**src/verilog/rbv_pkg.sv**
```systemverilog
// Operation
// - Core halted while reset is active
// - Registers load defaults; power-on-only bits kept otherwise
// - Interrupts and timers disabled by reset
// - Data memory contents untouched by reset
// - Port latches one, drivers open-drain
// - Weak pull-ups on during and after reset
// - Pin driven low for power-on, supply resets
// - Program counter cleared, internal oscillator selected
// - Watchdog enabled and running after reset
// - Any of eight sources enters reset
// - Signature 0xa5 below lock byte means bootloader
// - Bootloader present: start at bootloader vector
// - Bootloader absent: start at address zero
// - Watchdog timeout defaults to longest interval
// - Watchdog reset leaves reset pin alone
package rbv_pkg;

  // ----------------------------------------------------------------
  // Constants
  // ----------------------------------------------------------------
  localparam logic [7:0]  BOOT_SIGNATURE  = 8'ha5;
  localparam logic [15:0] RESET_VECTOR    = 16'h0000;
  localparam logic [15:0] BOOT_VECTOR_DEF = 16'h3a00;
  localparam logic [2:0]  WDT_TIMEOUT_MAX = 3'h7;
  localparam logic [7:0]  PORT_LATCH_RST  = 8'hff;
  localparam logic [1:0]  CLK_SEL_INTOSC  = 2'h0;
  localparam logic [7:0]  CFG_RESET_VAL   = 8'h00;
  localparam logic [7:0]  POR_CFG_RST     = 8'h00;
  localparam logic [7:0]  CAUSE_RST       = 8'h80;
  localparam int          RELEASE_CYCLES  = 4;
  localparam logic [2:0]  RELEASE_COUNT   = 3'(RELEASE_CYCLES);

  // Source bit order in the cause vector
  localparam int SRC_POR  = 0;
  localparam int SRC_PIN  = 1;
  localparam int SRC_CMP  = 2;
  localparam int SRC_SW   = 3;
  localparam int SRC_SUP  = 4;
  localparam int SRC_WDT  = 5;
  localparam int SRC_MCD  = 6;
  localparam int SRC_FLSH = 7;

  typedef struct packed {
    logic       porReq;
    logic       pinReq;
    logic       cmpReq;
    logic       swReq;
    logic       supplyReq;
    logic       wdtReq;
    logic       clkMissReq;
    logic       flashErrReq;
  } rbv_src_type;

  typedef struct packed {
    logic       portLatchOne;
    logic       portOpenDrain;
    logic       weakPullupEn;
    logic       irqDisable;
    logic       timerDisable;
    logic       wdtEnable;
    logic [2:0] wdtTimeout;
    logic [1:0] clkSel;
  } rbv_sys_type;

  typedef enum logic [1:0] {ST_RESET, ST_SYNC, ST_FETCH, ST_RUN} rbv_state_type;

endpackage

```
**src/verilog/rbv_reset_boot_ctrl.sv**
```systemverilog
`timescale 1ns/1ps
module rbv_reset_boot_ctrl #(
  parameter logic [15:0] BOOT_VECTOR = rbv_pkg::BOOT_VECTOR_DEF
) (
  input  wire logic                ref_clk,
  input  wire logic                rst,
  input  wire rbv_pkg::rbv_src_type srcReq,
  input  wire logic                resetPinNIn,
  input  wire logic [7:0]          sigByte,
  input  wire logic [7:0]          cfgIn,
  input  wire logic                cfgWe,
  input  wire logic [7:0]          porCfgIn,
  input  wire logic                porCfgWe,
  output logic                     resetPinNOut,
  output logic                     resetPinNOe,
  output logic                     coreHalt,
  output logic                     sysResetActive,
  output logic                     vectorValid,
  output logic [15:0]              startVector,
  output logic                     ramWriteInhibit,
  output rbv_pkg::rbv_sys_type      sysCfg,
  output logic [7:0]               cfgReg,
  output logic [7:0]               porCfgReg,
  output logic [7:0]               resetCause
);

  // ----------------------------------------------------------------
  // Source gathering
  // ----------------------------------------------------------------
  logic anySrc;
  logic drivePinSrc;
  logic [7:0] srcVec;

  // External pin low is ORed into the pin request bit, whether or not the on-chip drive of the pin is active
  always_comb begin
    srcVec = srcReq;
    srcVec[7 - rbv_pkg::SRC_PIN] = srcReq.pinReq | ~resetPinNIn;
    anySrc = |srcVec;
    drivePinSrc = srcReq.porReq | srcReq.supplyReq;
  end

  // ----------------------------------------------------------------
  // Release sequencing
  // ----------------------------------------------------------------
  rbv_pkg::rbv_state_type stateReg, stateNext;
  logic [2:0]  cntReg, cntNext;
  logic        syncAReg, syncANext, syncBReg, syncBNext;
  logic        drivePinReg, drivePinNext;
  logic        vecValidReg, vecValidNext;
  logic [15:0] vectorReg, vectorNext;
  logic [7:0]  causeReg, causeNext;

  always_comb begin
    stateNext    = stateReg;
    cntNext      = cntReg;
    syncANext    = anySrc;
    syncBNext    = syncAReg;
    drivePinNext = drivePinReg;
    vecValidNext = 1'b0;
    vectorNext   = vectorReg;
    causeNext    = causeReg;
    if (anySrc) begin
      stateNext = rbv_pkg::ST_RESET;
      cntNext   = rbv_pkg::RELEASE_COUNT;
      causeNext = srcVec;
      if (drivePinSrc) begin
        drivePinNext = 1'b1;
      end
    end else begin
      case (stateReg)
        rbv_pkg::ST_RESET: begin
          if (!syncBReg) begin
            stateNext = rbv_pkg::ST_SYNC;
          end
        end
        rbv_pkg::ST_SYNC: begin
          if (syncBReg) begin
            stateNext = rbv_pkg::ST_RESET;
            cntNext   = rbv_pkg::RELEASE_COUNT;
          end else if (cntReg == 3'h1) begin
            stateNext    = rbv_pkg::ST_FETCH;
            drivePinNext = 1'b0;
            vecValidNext = 1'b1;
            if (sigByte == rbv_pkg::BOOT_SIGNATURE) begin
              vectorNext = BOOT_VECTOR;
            end else begin
              vectorNext = rbv_pkg::RESET_VECTOR;
            end
          end else begin
            cntNext = cntReg - 3'h1;
          end
        end
        rbv_pkg::ST_FETCH: begin
          stateNext = rbv_pkg::ST_RUN;
        end
        default: begin
          stateNext = rbv_pkg::ST_RUN;
        end
      endcase
    end
  end

  always_ff @(posedge ref_clk or posedge rst) begin
    if (rst) begin
      stateReg    <= rbv_pkg::ST_RESET;
      cntReg      <= rbv_pkg::RELEASE_COUNT;
      syncAReg    <= 1'b1;
      syncBReg    <= 1'b1;
      drivePinReg <= 1'b1;
      vecValidReg <= 1'b0;
      vectorReg   <= rbv_pkg::RESET_VECTOR;
      causeReg    <= rbv_pkg::CAUSE_RST;
    end else begin
      stateReg    <= stateNext;
      cntReg      <= cntNext;
      syncAReg    <= syncANext;
      syncBReg    <= syncBNext;
      drivePinReg <= drivePinNext;
      vecValidReg <= vecValidNext;
      vectorReg   <= vectorNext;
      causeReg    <= causeNext;
    end
  end

  // ----------------------------------------------------------------
  // Reset-managed registers
  // ----------------------------------------------------------------
  // rst stands for the power-on event; porCfg survives the other sources
  logic       inReset;
  logic [7:0] cfgNext, porCfgNext;

  assign inReset = (stateReg == rbv_pkg::ST_RESET) || (stateReg == rbv_pkg::ST_SYNC);

  always_comb begin
    cfgNext    = cfgReg;
    porCfgNext = porCfgReg;
    if (inReset) begin
      cfgNext = rbv_pkg::CFG_RESET_VAL;
      if (srcReq.porReq) begin
        porCfgNext = rbv_pkg::POR_CFG_RST;
      end
    end else begin
      if (cfgWe) begin
        cfgNext = cfgIn;
      end
      if (porCfgWe) begin
        porCfgNext = porCfgIn;
      end
    end
  end

  always_ff @(posedge ref_clk or posedge rst) begin
    if (rst) begin
      cfgReg    <= rbv_pkg::CFG_RESET_VAL;
      porCfgReg <= rbv_pkg::POR_CFG_RST;
    end else begin
      cfgReg    <= cfgNext;
      porCfgReg <= porCfgNext;
    end
  end

  // ----------------------------------------------------------------
  // Outputs
  // ----------------------------------------------------------------
  always_comb begin
    coreHalt        = inReset;
    sysResetActive  = inReset;
    ramWriteInhibit = inReset;
    resetPinNOut    = 1'b0;
    resetPinNOe     = drivePinReg;
    vectorValid     = vecValidReg;
    startVector     = vectorReg;
    resetCause      = causeReg;
    sysCfg.portLatchOne  = 1'b1;
    sysCfg.portOpenDrain = 1'b1;
    sysCfg.weakPullupEn  = 1'b1;
    sysCfg.irqDisable    = inReset;
    sysCfg.timerDisable  = inReset;
    sysCfg.wdtEnable     = 1'b1;
    sysCfg.wdtTimeout    = rbv_pkg::WDT_TIMEOUT_MAX;
    sysCfg.clkSel        = rbv_pkg::CLK_SEL_INTOSC;
  end
endmodule
```
**config.mk**
```make
export PLATFORM = sky130hd
export DESIGN_NAME = rbv_reset_boot_ctrl
export DESIGN_NICKNAME = d
export VERILOG_FILES = /design/src/verilog/rbv_pkg.sv /design/src/verilog/rbv_reset_boot_ctrl.sv
export SDC_FILE = /design/constraint.sdc
export NUM_CORES = 1
export LEC_CHECK = 0
export BUFFER_PORTS_ARGS = -buffer_cell sky130_fd_sc_hd__clkbuf_2
export CORE_MARGIN = 1
export CORE_UTILIZATION = 40
export DETAILED_ROUTE_END_ITERATION = 10
export GPL_TIMING_DRIVEN = 0
export PLACE_DENSITY = 0.77
export REMOVE_ABC_BUFFERS = 1
export SYNTH_ARGS = -nofsm -noshare
export SYNTH_HDL_FRONTEND = slang
export SYNTH_SLANG_ARGS = --single-unit
export TNS_END_PERCENT = 20
```
**constraint.sdc**
```tcl
create_clock -name ref_clk -period 1.6 [get_ports ref_clk]
set_input_delay 0.32 -clock ref_clk [delete_from_list [all_inputs] [get_ports ref_clk]]
set_output_delay 0.32 -clock ref_clk [all_outputs]
set_load 0.01 [all_outputs]
```
==> results of run 1 <==
[Yosys cell counts (2+ instances only)]
| cell | count |
|---|---|
| clkbuf_1 | 2 |
| buf_4 | 29 |
| dfstp_2 | 5 |
| inv_1 | 8 |
| or3_1 | 3 |
| conb_1 | 2 |
| a21oi_1 | 4 |
| mux2i_1 | 16 |
| nor4bb_1 | 2 |
| o21ai_0 | 10 |
| a21o_2 | 7 |
| a21o_1 | 2 |
| nand2_1 | 7 |
| nor2_1 | 13 |
| dfrtp_1 | 29 |
| ha_1 | 2 |
| a32o_1 | 2 |
[worst paths after layout]
kind / from / slack, ps / end
min reg2reg: syncAReg$_DFF_PP1_ / 360 / syncBReg$_DFF_PP1_
min in group asynchronous: rst / 550 / resetCause[4]$_DFFE_PP0P_
max: cntReg[1]$_DFFE_PP0P_ / -80 / startVector[12]$_DFFE_PP0P_
max reg2reg: cntReg[1]$_DFFE_PP0P_ / -80 / startVector[12]$_DFFE_PP0P_
max in group asynchronous: rst / 540 / resetCause[7]$_DFFE_PP1P_
min: srcReq[1] / 230 / resetCause[1]$_DFFE_PP0P_
[worst max-delay path: cells and delay by family, from the launching register on]
family,cells,cell delay (ps)
adders and majority gates,1,130
buffers and inverters,1,80
DFF,1,380
muxes,1,210
and+or+nand+nor,2,810
[per-layer routing]
metal | global-route usage (%) | vias up
met5 | 0 | -
li1 | - | 613
met1 | 19.0 | 598
met4 | 4.79 | 0
met2 | 25.9 | 46
met3 | 6.93 | 5
[power by group through the flow]
stage | Combinational, mW | Sequential, mW | Clock [mW]
global placement | 0.153 | 0.892 | 0
CTS | 0.155 | 0.876 | 0.685
floorplan | 0.0742 | 0.898 | 0
finish | 0.163 | 0.877 | 0.652
global route | 0.184 | 0.877 | 0.718
detailed placement | 0.155 | 0.893 | 0
[what timing repair did]
item / 4_1_cts / 5_1_grt
endpoints found under the hold margin: 0 / 10
pin swaps: 0 / 2
hold buffers: 0 / 1
resized for setup: 2 / 6
setup buffers: 0 / 1
gates cloned: 1 / 0
setup endpoints to repair: 6 / 4
[stage by stage]
stage / instances / setup WS, ps / power, mW / util (%) / hold slack (ps)
after floorplan: 144 / 36.1 / 0.972 / - / 345
after CTS: 274 / -77.1 / 1.72 / 51.1 / 227
after detailed placement: 265 / -143 / 1.05 / 48.5 / 352
after global routing: 277 / -180 / 1.78 / 52.7 / 227
after global placement: 265 / -148 / 1.05 / 48.5 / 346
final: 277 / -81.5 / 1.69 / 52.7 / 232
[registers in the layout, indices dropped and copies added (netlist names)]
name and flops:
cntReg 3, vectorValid 1, stateReg 2, porCfgReg 8, syncBReg 1, cfgReg 8
resetPinNOe 1, resetCause 8, startVector 1, syncAReg 1
[logic make-up (layout without fill, tap and decap cells)]
logic type      count (synthesis)  in the layout  share of synthesized area [%]
flops                          34             34                           50.1
buf+inv                        42             92                           15.7
simple gates                   34             34                           12.4
mux                            16             16                           9.37
compound gates                 27             27                           10.5
other cells                     2             22                          0.439
fa+ha+maj                       2              2                           1.46
[layout make-up]
| type | count | area [sq um] |
|---|---|---|
| clock buffers | 6 | 82.6 |
| multi-input cells | 101 | 678 |
| repair inverters | 1 | 5.00 |
| fillers | 384 | 1920 |
| repair buffers | 74 | 400 |
| well taps | 50 | 62.6 |
| clock inverters | 2 | 12.5 |
| inverters | 9 | 37.5 |
| flip-flops and latches | 34 | 860 |
==> qor.yml, run 1 <==
place:
  dpl-instance-area_sq_mm: 0.00197
  dp_hpwl_um: 2400
  routabilityCongestion: 0.759
  placement.io_buffers: 71
finish:
  most_frequent_standard_cell_in_the_layout_excluding_fill_and_tap_cells: "clkbuf_2"
  ant_diodes: 0
  layout.cells.most_common_list: "clkbuf_2 (71), dfrtp_1 (27), conb_1 (22)"
  fin_nets: 265
  final_layout_size_suffix_gt1_share_pct: 46.7
  final_cell_area_sq_mm: 0.00214
  area_growth_from_synthesis_to_layout_pct: 25.1
global_route:
  grt_ovf: 0
  largest_net_degree_at_the_start_of_global_routing: 35
  initial_antenna_violation_count: 0
  first_global_vias: 1126
  global_route_wire_length_before_repair_um: 5100
  grt_use_total_pct: 15.9
detailed_routing:
  detail_route.wl_per_cell_um: 11.7
  topRoutingLayerUsed: "met4"
  antenna_left: 0
  detail_route.iter0.violations: 28
  drt_drc_violations_left: 0
  route.met3.wl_um: 176
  drt-pass1-iter-count: 4
  post_drt_via_cell_ratio: 4.56
  routed-wl-met2_um: 1640
  wirelength_um: 3250
  detailed_route_wire_length_on_metal_1_um: 1400
  vias: 1262
worst_setup_path:
  timing.critical_path.slowest_cell_delay_ps: 470
  reg2regPathDepth: 5
  path_max_fanout: 4
  worst_path_slowest_cell: "or4bb_4"
  kind_of_critical_path: "reg -> reg"
  critical_path_arrival_ps: 1890
  setup.worst_path.start_class: "flop"
  timing.critical_path.to_type: "flop"
  timing.critical_path.cells: "inv_2 > ha_4 > or4bb_4 > nor4_4 > mux2i_1"
  cp.required_ps: 1810
timing:
  post-route-period-util_pct: 105
  finalHoldViolCount: 0
  postLayoutSetupSlackWorst_ps: -81.5
  slew_violations: 0
  fmax_mhz: 595
  max-slew-margin-rel_pct: 66.2
  setup_viol: 1
  finClkSkew_ps: 5.21
  rsz0062_at_grt: "yes"
  setup-tns-final_ps: -81.5
  timing_worst_slew_pin_value_ps: 504
  period_minus_slack_ps: 1680
power:
  p_clk_share_pct: 38.5
  switching_power_uw: 402
  pwr-share-seq_pct: 51.8
  switching_share_pct: 23.8
  power.combinational.fraction_pct: 9.6
  vdd_drop_max_v: 0.000446
  power.static_leakage_nw: 1.15
  power.density_mw_per_mm2: 791
  p_int_mw: 1.29
clocking:
  clock_insertion_delay_worst_skew_ps: 280
  h-tree-depth: 2
  cts.sink_count: 34
  clock-root-buffer: "clkbuf_8"
  worst_setup_hold_path_clk_slew_ps: 70
  cts_made_buffers: 5
  cts_buffer_depth: 2
  cts_tree: "yes"
logic_synthesis:
  synth-edff-count: 0
  synth_top_cells_by_area: "dfrtp_1 (42%), buf_4 (13%), mux2i_1 (9.4%)"
  library_cells_used_by_synthesis: 31
  yosysSeqAreaShare_pct: 50.1
  post_synth.cell_area_avg_sq_um: 10.9
  yosys.area.top_type: "dfrtp_1"
  synth_cells: 157
  synth_seq_cells: 34
  syn_area_sq_mm: 0.00171
  synth_ff_type: "dfrtp_1"
  yosysWarningCount: 0
  asyncSetResetFlopFracSynth_pct: 100
  synth_top_area_share_pct: 42.5
die:
  floorplan.io_pins: 94
  floorplan.die_area_sq_mm: 0.00454
  initial_utilization_pct: 42.1
  fp.dieW_um: 67.4
  core_region_area_sq_mm: 0.00406
  num_rows: 23
  die_height_um: 67.4
worst_hold_path:
  hold_path.class: "in -> reg"
  min_delay_path_depth: 2
flow_run:
  drv_cap: 0
outcome:
  outcome: "complete, but fails checks"
  violations: "setup timing"
Power figures use the tool's default switching activity.
==> inputs of run 2 (changes only) <==
--- a/config.mk
+++ b/config.mk
@@ -10,7 +10,7 @@
 export CORE_UTILIZATION = 40
 export DETAILED_ROUTE_END_ITERATION = 10
 export GPL_TIMING_DRIVEN = 0
-export PLACE_DENSITY = 0.77
+export PLACE_DENSITY_LB_ADDON = 0.08
 export REMOVE_ABC_BUFFERS = 1
 export SYNTH_ARGS = -nofsm -noshare
 export SYNTH_HDL_FRONTEND = slang
==> run 2 against run 1 <==
- the flow now finishes without violations
- highest routed layer unchanged
- largest power group unchanged
- hold slack got worse by 220 ps
- die area stayed put
- routed wire length rose by 13%
- total power increased by 5.3%
- maximum frequency is 6.6% higher
- critical endpoint unchanged
- clock-buffer cell count up 2
- largest cell class unchanged
- sequential power barely moved
==> qor.yml, run 2 (synthesis results as in run 1) <==
global_route:
  grt_ovf: 0  # unchanged
  initial_antenna_violation_count: 0  # unchanged
  largest_net_degree_at_the_start_of_global_routing: 35  # unchanged
  first_global_vias: 1254  # +11%
  grt_use_total_pct: 18.2  # +2.2 points
  global_route_wire_length_before_repair_um: 5880  # +15%
clocking:
  cts_tree: "yes"
  hold_buffers: 0  # unchanged
  worst_setup_hold_path_clk_slew_ps: 70  # about the same
  cts_buffer_depth: 2  # unchanged
  clock-root-buffer: "clkbuf_8"
  h-tree-depth: 2  # unchanged
  clock_insertion_delay_worst_skew_ps: 290  # about the same
  cts_made_buffers: 5  # unchanged
  cts.sink_count: 34  # unchanged
finish:
  utilization_pct: 53.4  # +0.74 points
  final_layout_size_suffix_gt1_share_pct: 47.6  # +0.90 points
  most_frequent_standard_cell_in_the_layout_excluding_fill_and_tap_cells: "clkbuf_2"
  layout.cells.most_common_list: "clkbuf_2 (71), dfrtp_1 (28), conb_1 (22)"
  ant_diodes: 0  # unchanged
  fillerInstances: 377  # -1.8%
  area_growth_from_synthesis_to_layout_pct: 26.9
  multi_input_area_sq_um: 682  # +0.55%
  final_cell_area_sq_mm: 0.00217  # +1.4%
  fin_nets: 267  # +0.75%
  ff_latch_area_sq_um: 858  # -0.15%
worst_setup_path:
  timing.critical_path.to_type: "flop"
  critical_path.reg2reg.startpoint: "cntReg[1]$_DFFE_PP0P_"
  critical_path_arrival_ps: 1790  # -100 ps
  rr_endpoint: "startVector[12]$_DFFE_PP0P_"
  kind_of_critical_path: "reg -> reg"
  ff2ff_setup_slack_ps: 20  # +100 ps
  critPathCapture: "startVector[12]$_DFFE_PP0P_"
  setup.worst_path.start: "cntReg[1]$_DFFE_PP0P_"
  cp.required_ps: 1810  # about the same
  reg2regPathDepth: 5  # unchanged
  setup.worst_path.start_class: "flop"
  path_max_fanout: 3  # -1
die:
  num_rows: 23  # unchanged
  die_height_um: 67.4  # unchanged
  floorplan.die_area_sq_mm: 0.00454  # unchanged
  initial_utilization_pct: 42.1  # unchanged
  core_region_area_sq_mm: 0.00406  # unchanged
  fp.dieW_um: 67.4  # unchanged
  floorplan.io_pins: 94  # unchanged
place:
  placement.io_buffers: 71  # unchanged
  dpl-instance-area_sq_mm: 0.00197  # unchanged
  post-place-ws_ps: -157  # -13.5 ps
  routabilityCongestion: 0.799  # +5.2%
  dp_hpwl_um: 2590  # +7.6%
timing:
  postLayoutSetupSlackWorst_ps: 21.9  # +103 ps
  slew_violations: 0  # unchanged
  finClkSkew_ps: 2.82  # -2.39 ps
  period_minus_slack_ps: 1580  # -103 ps
  timing_worst_slew_pin_value_ps: 631  # +127 ps
  rsz0062_at_grt: "yes"
  max-slew-margin-rel_pct: 57.6  # -8.5 points
  setup_viol: 0  # -1
  finalHoldViolCount: 0  # unchanged
  fmax_mhz: 634  # +6.6%
  post-route-period-util_pct: 98.6  # -6.5 points
power:
  power_mw: 1.78  # +5.3%
  vdd_drop_max_v: 0.000544  # +22%
  power.density_mw_per_mm2: 821  # +3.8%
  power.static_leakage_nw: 1.17  # +2.1%
detailed_routing:
  wirelength_um: 3680  # +13%
  drt_drc_violations_left: 0  # unchanged
  post_drt_via_cell_ratio: 4.70  # +3.1%
  antenna_left: 0  # unchanged
  drt-pass1-iter-count: 3  # -1
  detail_route.wl_per_cell_um: 13.2  # +12%
  detail_route.iter0.violations: 72  # +160%
  vias: 1311  # +3.9%
outcome:
  outcome: "finished, final reports clean"
worst_hold_path:
  hold_path.class: "in -> async"
flow_run:
  drv_cap: 0  # unchanged
==> run 2: timing repair <==
action / in CTS / in global routing
setup buffers: 3 / 1
gates resized for setup: 6 / 2
endpoints found under the setup margin: 7 / 5
pin swaps: 2 / 1
cloned: 1 / 0
==> run 2: cell type report <==
cell class / instances / share of cell area [%]
Clock buffer: 8 / 5.08
Inverter: 9 / 1.73
Multi-Input combinational cell: 101 / 31.4
Sequential cell: 34 / 39.6
Tap cell: 50 / 2.89
Timing Repair Buffer: 76 / 19.0
Timing Repair inverter: 1 / 0.231
==> run 2: per-stage QoR <==
step / TNS (ps) / cells / hold slack, ps
2_1_floorplan: 0 / 144 / 345
3_3_place_gp: -793 / 265 / 346
3_5_place_dp: -1250 / 265 / 349
4_1_cts: -132 / 277 / 223
5_1_grt: -116 / 279 / 39.7
6_report: 0 / 279 / 14.1
==> run 2: worst min-delay path by stage <==
stage / startpoint / end
CTS: srcReq[5] / resetCause[5]$_DFFE_PP0P_
floorplan: syncAReg$_DFF_PP1_ / syncBReg$_DFF_PP1_
detailed placement: syncAReg$_DFF_PP1_ / syncBReg$_DFF_PP1_
finish: rst / cfgReg[4]$_DFFE_PP0P_
global route: rst / cfgReg[1]$_DFFE_PP0P_
global placement: syncAReg$_DFF_PP1_ / syncBReg$_DFF_PP1_
==> run 2: critical path, stage by stage, from the launching register on <==
cell and delay (ps):
dfrtp_1 390, inv_2 80, ha_4 130, or4bb_4 470
nor4_4 220, mux2i_1 220
==> run 2: layer usage <==
metal  part of all wire, %  GRT usage (%)  vias to the layer above  wire [um]
met3                   7.2           5.57                        8        264
met1                    41           22.4                      625       1500
met5                     0              0                        -          0
li1                      -              -                      617          -
met4                   2.0           9.84                        0         73
met2                    50           28.4                       61       1840
==> run 2: report_power, final <==
part	switching (mW)	internal [mW]	leakage, nW
Sequential	0.00586	0.872	0.433
Clock	0.306	0.434	0.0575
Combinational	0.0920	0.0716	0.680
==> inputs of run 3 (changes only) <==
--- a/config.mk
+++ b/config.mk
@@ -5,6 +5,7 @@
 export SDC_FILE = /design/constraint.sdc
 export NUM_CORES = 1
 export LEC_CHECK = 0
+export ABC_AREA = 1
 export BUFFER_PORTS_ARGS = -buffer_cell sky130_fd_sc_hd__clkbuf_2
 export CORE_MARGIN = 1
 export CORE_UTILIZATION = 40
@@ -12,6 +13,7 @@
 export GPL_TIMING_DRIVEN = 0
 export PLACE_DENSITY_LB_ADDON = 0.08
 export REMOVE_ABC_BUFFERS = 1
+export SKIP_LAST_GASP = 1
 export SYNTH_ARGS = -nofsm -noshare
 export SYNTH_HDL_FRONTEND = slang
 export SYNTH_SLANG_ARGS = --single-unit
==> run 3 against run 2 <==
- global-route usage is 2.9 points lower
- sequential power hardly changed
- combinational power is 11% lower
- clock-buffer cell count is 1 lower
- non-clock buffer count is 4 lower
- highest routed layer unchanged
- design area is 1.8% lower
- die area is 3.1% higher
- routed wire length is 9.7% lower
- utilization is 1.7 points lower
- critical path type is now reg -> out
- clock power is 13% lower
- total power is 6.5% lower
==> qor.yml, run 3 <==
logic_synthesis:
  post_synth.cell_area_avg_sq_um: 8.52  # -22%
  synth_seq_cells: 34  # unchanged
  synthMuxAreaShare_pct: 0  # -9.4 points
  synth-compound-area-share_pct: 7.81  # -2.7 points
  synth_fa_ha_area_share_pct: 1.42  # -0.045 points
  synth_simple_gate_area_share_pct: 19.9  # +7.6 points
  xor_xnor_share_of_the_synthesized_area_pct: 0.497  # +0.50 points
  library_cells_used_by_synthesis: 25  # -19%
  main_combinational_cell_family_by_area_after_synthesis: "buffers and inverters"
  synth_top_cells_by_area: "dfrtp_1 (41%), buf_4 (12%), dfstp_2 (7.5%)"
  syn_area_sq_mm: 0.00176  # +3.1%
  yosys.area.top_type: "dfrtp_1"
  post_synth_most_frequent_cells: "inv_1 (34), buf_4 (29), dfrtp_1 (29), nand2_1 (27), nand3_1 (20)"
  yosysSeqAreaShare_pct: 48.6  # -1.5 points
  post-synth-top-count-cell: "inv_1"
  synth_top_area_share_pct: 41.2  # -1.3 points
  synth_cells: 207  # +32%
  synth-edff-count: 0  # unchanged
  yosysWarningCount: 0  # unchanged
  synth_ff_type: "dfrtp_1"
  asyncSetResetFlopFracSynth_pct: 100  # unchanged
worst_setup_path:
  cp_top_delay_family: "flip-flops"
  cp.required_ps: 1280  # -530 ps
  crit_buf_inv: 2  # +1
  path_max_fanout: 22  # +19
  ff2ff_setup_slack_ps: 150  # +130 ps
  reg2regPathDepth: 9  # +4
  timing.critical_path.cells: "inv_1 > clkbuf_2"
  worst-path-stages: 2  # -3
  critical_path.reg2reg.startpoint: "cntReg[1]$_DFFE_PP0P_"
  critical_path_arrival_ps: 1200  # -590 ps
  rr_endpoint: "startVector[12]$_DFFE_PP0P_"
  kind_of_critical_path: "reg -> out"
  setup.worst_path.start: "stateReg[1]$_DFFE_PP0P_"
  critPathCapture: "sysResetActive"
  timing.critical_path.to_type: "primary output"
  setup.worst_path.start_class: "flop"
  worst_path_slowest_cell: "dfrtp_2"
  timing.critical_path.slowest_cell_delay_ps: 600  # +130 ps
die:
  die_height_um: 68.4  # +1.5%
  floorplan.io_pins: 94  # unchanged
  initial_utilization_pct: 42.8  # +0.72 points
  core_region_area_sq_mm: 0.00412  # +1.4%
  num_rows: 23  # unchanged
  fp.dieW_um: 68.4  # +1.5%
  floorplan.die_area_sq_mm: 0.00468  # +3.1%
detailed_routing:
  wirelength_um: 3320  # -9.7%
  detail_route.iter0.violations: 43  # -40%
  antenna_left: 0  # unchanged
  detail_route.wl_per_cell_um: 10.3  # -22%
  post_drt_via_cell_ratio: 4.56  # -3.0%
  drt_drc_violations_left: 0  # unchanged
  vias: 1472  # +12%
  drt-pass1-iter-count: 4  # +1
power:
  power.combinational.fraction_pct: 8.8  # -0.4 points
  vdd_drop_max_v: 0.000453  # -17%
  switching_share_pct: 23.5  # +0.86 points
  switching_power_uw: 392  # -3.0%
  power.density_mw_per_mm2: 783  # -4.7%
  power_mw: 1.67  # -6.5%
  power.static_leakage_nw: 1.13  # -3.7%
  pwr-share-seq_pct: 52.7  # +3.4 points
  p_int_mw: 1.27  # -7.5%
  p_clk_share_pct: 38.5  # -3.1 points
timing:
  max-slew-margin-rel_pct: 60.8  # +3.2 points
  period_minus_slack_ps: 1520  # -62.8 ps
  setup_viol: 0  # unchanged
  finalHoldViolCount: 0  # unchanged
  fin_worst_hold_slack_ps: 6.85  # -7.29 ps
  finClkSkew_ps: 4.42  # +1.60 ps
  slew_violations: 0  # unchanged
  post-route-period-util_pct: 94.7  # -3.9 points
  postLayoutSetupSlackWorst_ps: 84.7  # +62.8 ps
  timing_worst_slew_pin_value_ps: 584  # -47.7 ps
  fmax_mhz: 660  # +4.1%
  setup-tns-final_ps: 0  # unchanged
  rsz0062_at_grt: "yes"
finish:
  ant_diodes: 0  # unchanged
  layout.cells.most_common_list: "clkbuf_2 (71), inv_1 (33), dfrtp_1 (28)"
  area_growth_from_synthesis_to_layout_pct: 20.7
  most_frequent_standard_cell_in_the_layout_excluding_fill_and_tap_cells: "clkbuf_2"
  fin_nets: 311  # +16%
  final_layout_size_suffix_gt1_share_pct: 35.2  # -12 points
clocking:
  h-tree-depth: 2  # unchanged
  cts_tree: "yes"
  clock_insertion_delay_worst_skew_ps: 280  # about the same
  cts.sink_count: 34  # unchanged
  worst_setup_hold_path_clk_slew_ps: 70  # about the same
  hold_buffers: 0  # unchanged
  cts_buffer_depth: 2  # unchanged
  clock-root-buffer: "clkbuf_8"
  cts_made_buffers: 5  # unchanged
flow_run:
  drv_cap: 0  # unchanged
global_route:
  first_global_vias: 1221  # -2.6%
  largest_net_degree_at_the_start_of_global_routing: 35  # unchanged
  global_route_wire_length_before_repair_um: 5240  # -11%
  grt_use_total_pct: 15.3  # -2.9 points
  initial_antenna_violation_count: 0  # unchanged
  grt_ovf: 0  # unchanged
place:
  dp_hpwl_um: 2480  # -4.1%
  placement.io_buffers: 71  # unchanged
  routabilityCongestion: 0.785  # -1.7%
  post-place-ws_ps: -72.1  # +84.6 ps
outcome:
  outcome: "finished, final reports clean"
worst_hold_path:
  hold_path.class: "in -> async"
run 3: metal layers:
| metal | routed length, um | vias up | track usage (%) |
|---|---|---|---|
| li1 | - | 729 | - |
| met1 | 1480 | 680 | 19.0 |
| met2 | 1520 | 58 | 24.4 |
| met3 | 281 | 5 | 4.50 |
| met4 | 36 | 0 | 7.03 |
| met5 | 0 | - | 0 |
run 3: kinds of logic (layout without fill, tap and decap cells):
family          count (synthesis)  in the layout
flops                          34             34
buf+inv                        68            114
simple gates                   74             74
other cells                     2             22
compound gates                 26             26
fa+ha+maj                       2              2
xor+xnor                        1              1
run 3: worst min path at each step:
stage | depth (start not counted) | end | slack [ps] | startpoint
4_1_cts | 2 | resetCause[5]$_DFFE_PP0P_ | 240 | srcReq[5]
3_5_place_dp | 0 | syncBReg$_DFF_PP1_ | 350 | syncAReg$_DFF_PP1_
5_1_grt | 2 | cfgReg[2]$_DFFE_PP0P_ | 30 | rst
6_report | 2 | cfgReg[2]$_DFFE_PP0P_ | 7 | rst
2_1_floorplan | 0 | syncBReg$_DFF_PP1_ | 350 | syncAReg$_DFF_PP1_
3_3_place_gp | 0 | syncBReg$_DFF_PP1_ | 350 | syncAReg$_DFF_PP1_
run 3: power groups by stage:
stage / Combinational [mW] / Clock [mW] / Sequential, mW
2_1_floorplan: 0.0609 / 0 / 0.898
3_3_place_gp: 0.138 / 0 / 0.893
3_5_place_dp: 0.139 / 0 / 0.893
4_1_cts: 0.139 / 0.666 / 0.877
5_1_grt: 0.167 / 0.697 / 0.878
6_report: 0.146 / 0.642 / 0.877
run 3: what timing repair did:
action | CTS | global route
endpoints found under the hold margin | 0 | 0
resized for setup | 1 | 1
setup buffers | 0 | 0
endpoints found under the setup margin | 14 | 13
run 3: cell type report:
type | count | area [sq um]
inverter | 34 | 128
fill | 410 | 1990
tap | 50 | 62.6
clock buffer | 7 | 86.3
multi-input combinational | 125 | 606
timing repair buffer | 72 | 383
sequential | 34 | 858
clock inverter | 1 | 5.00
run 3: metrics by stage:
step | cells | util (%) | cell area (sq um)
after CTS | 322 | 51.0 | 2100
after global routing | 323 | 51.7 | 2130
final | 323 | 51.7 | 2130
after detailed placement | 314 | 48.8 | 2010
after global placement | 314 | 48.8 | 2010
after floorplan | 193 | - | 1590
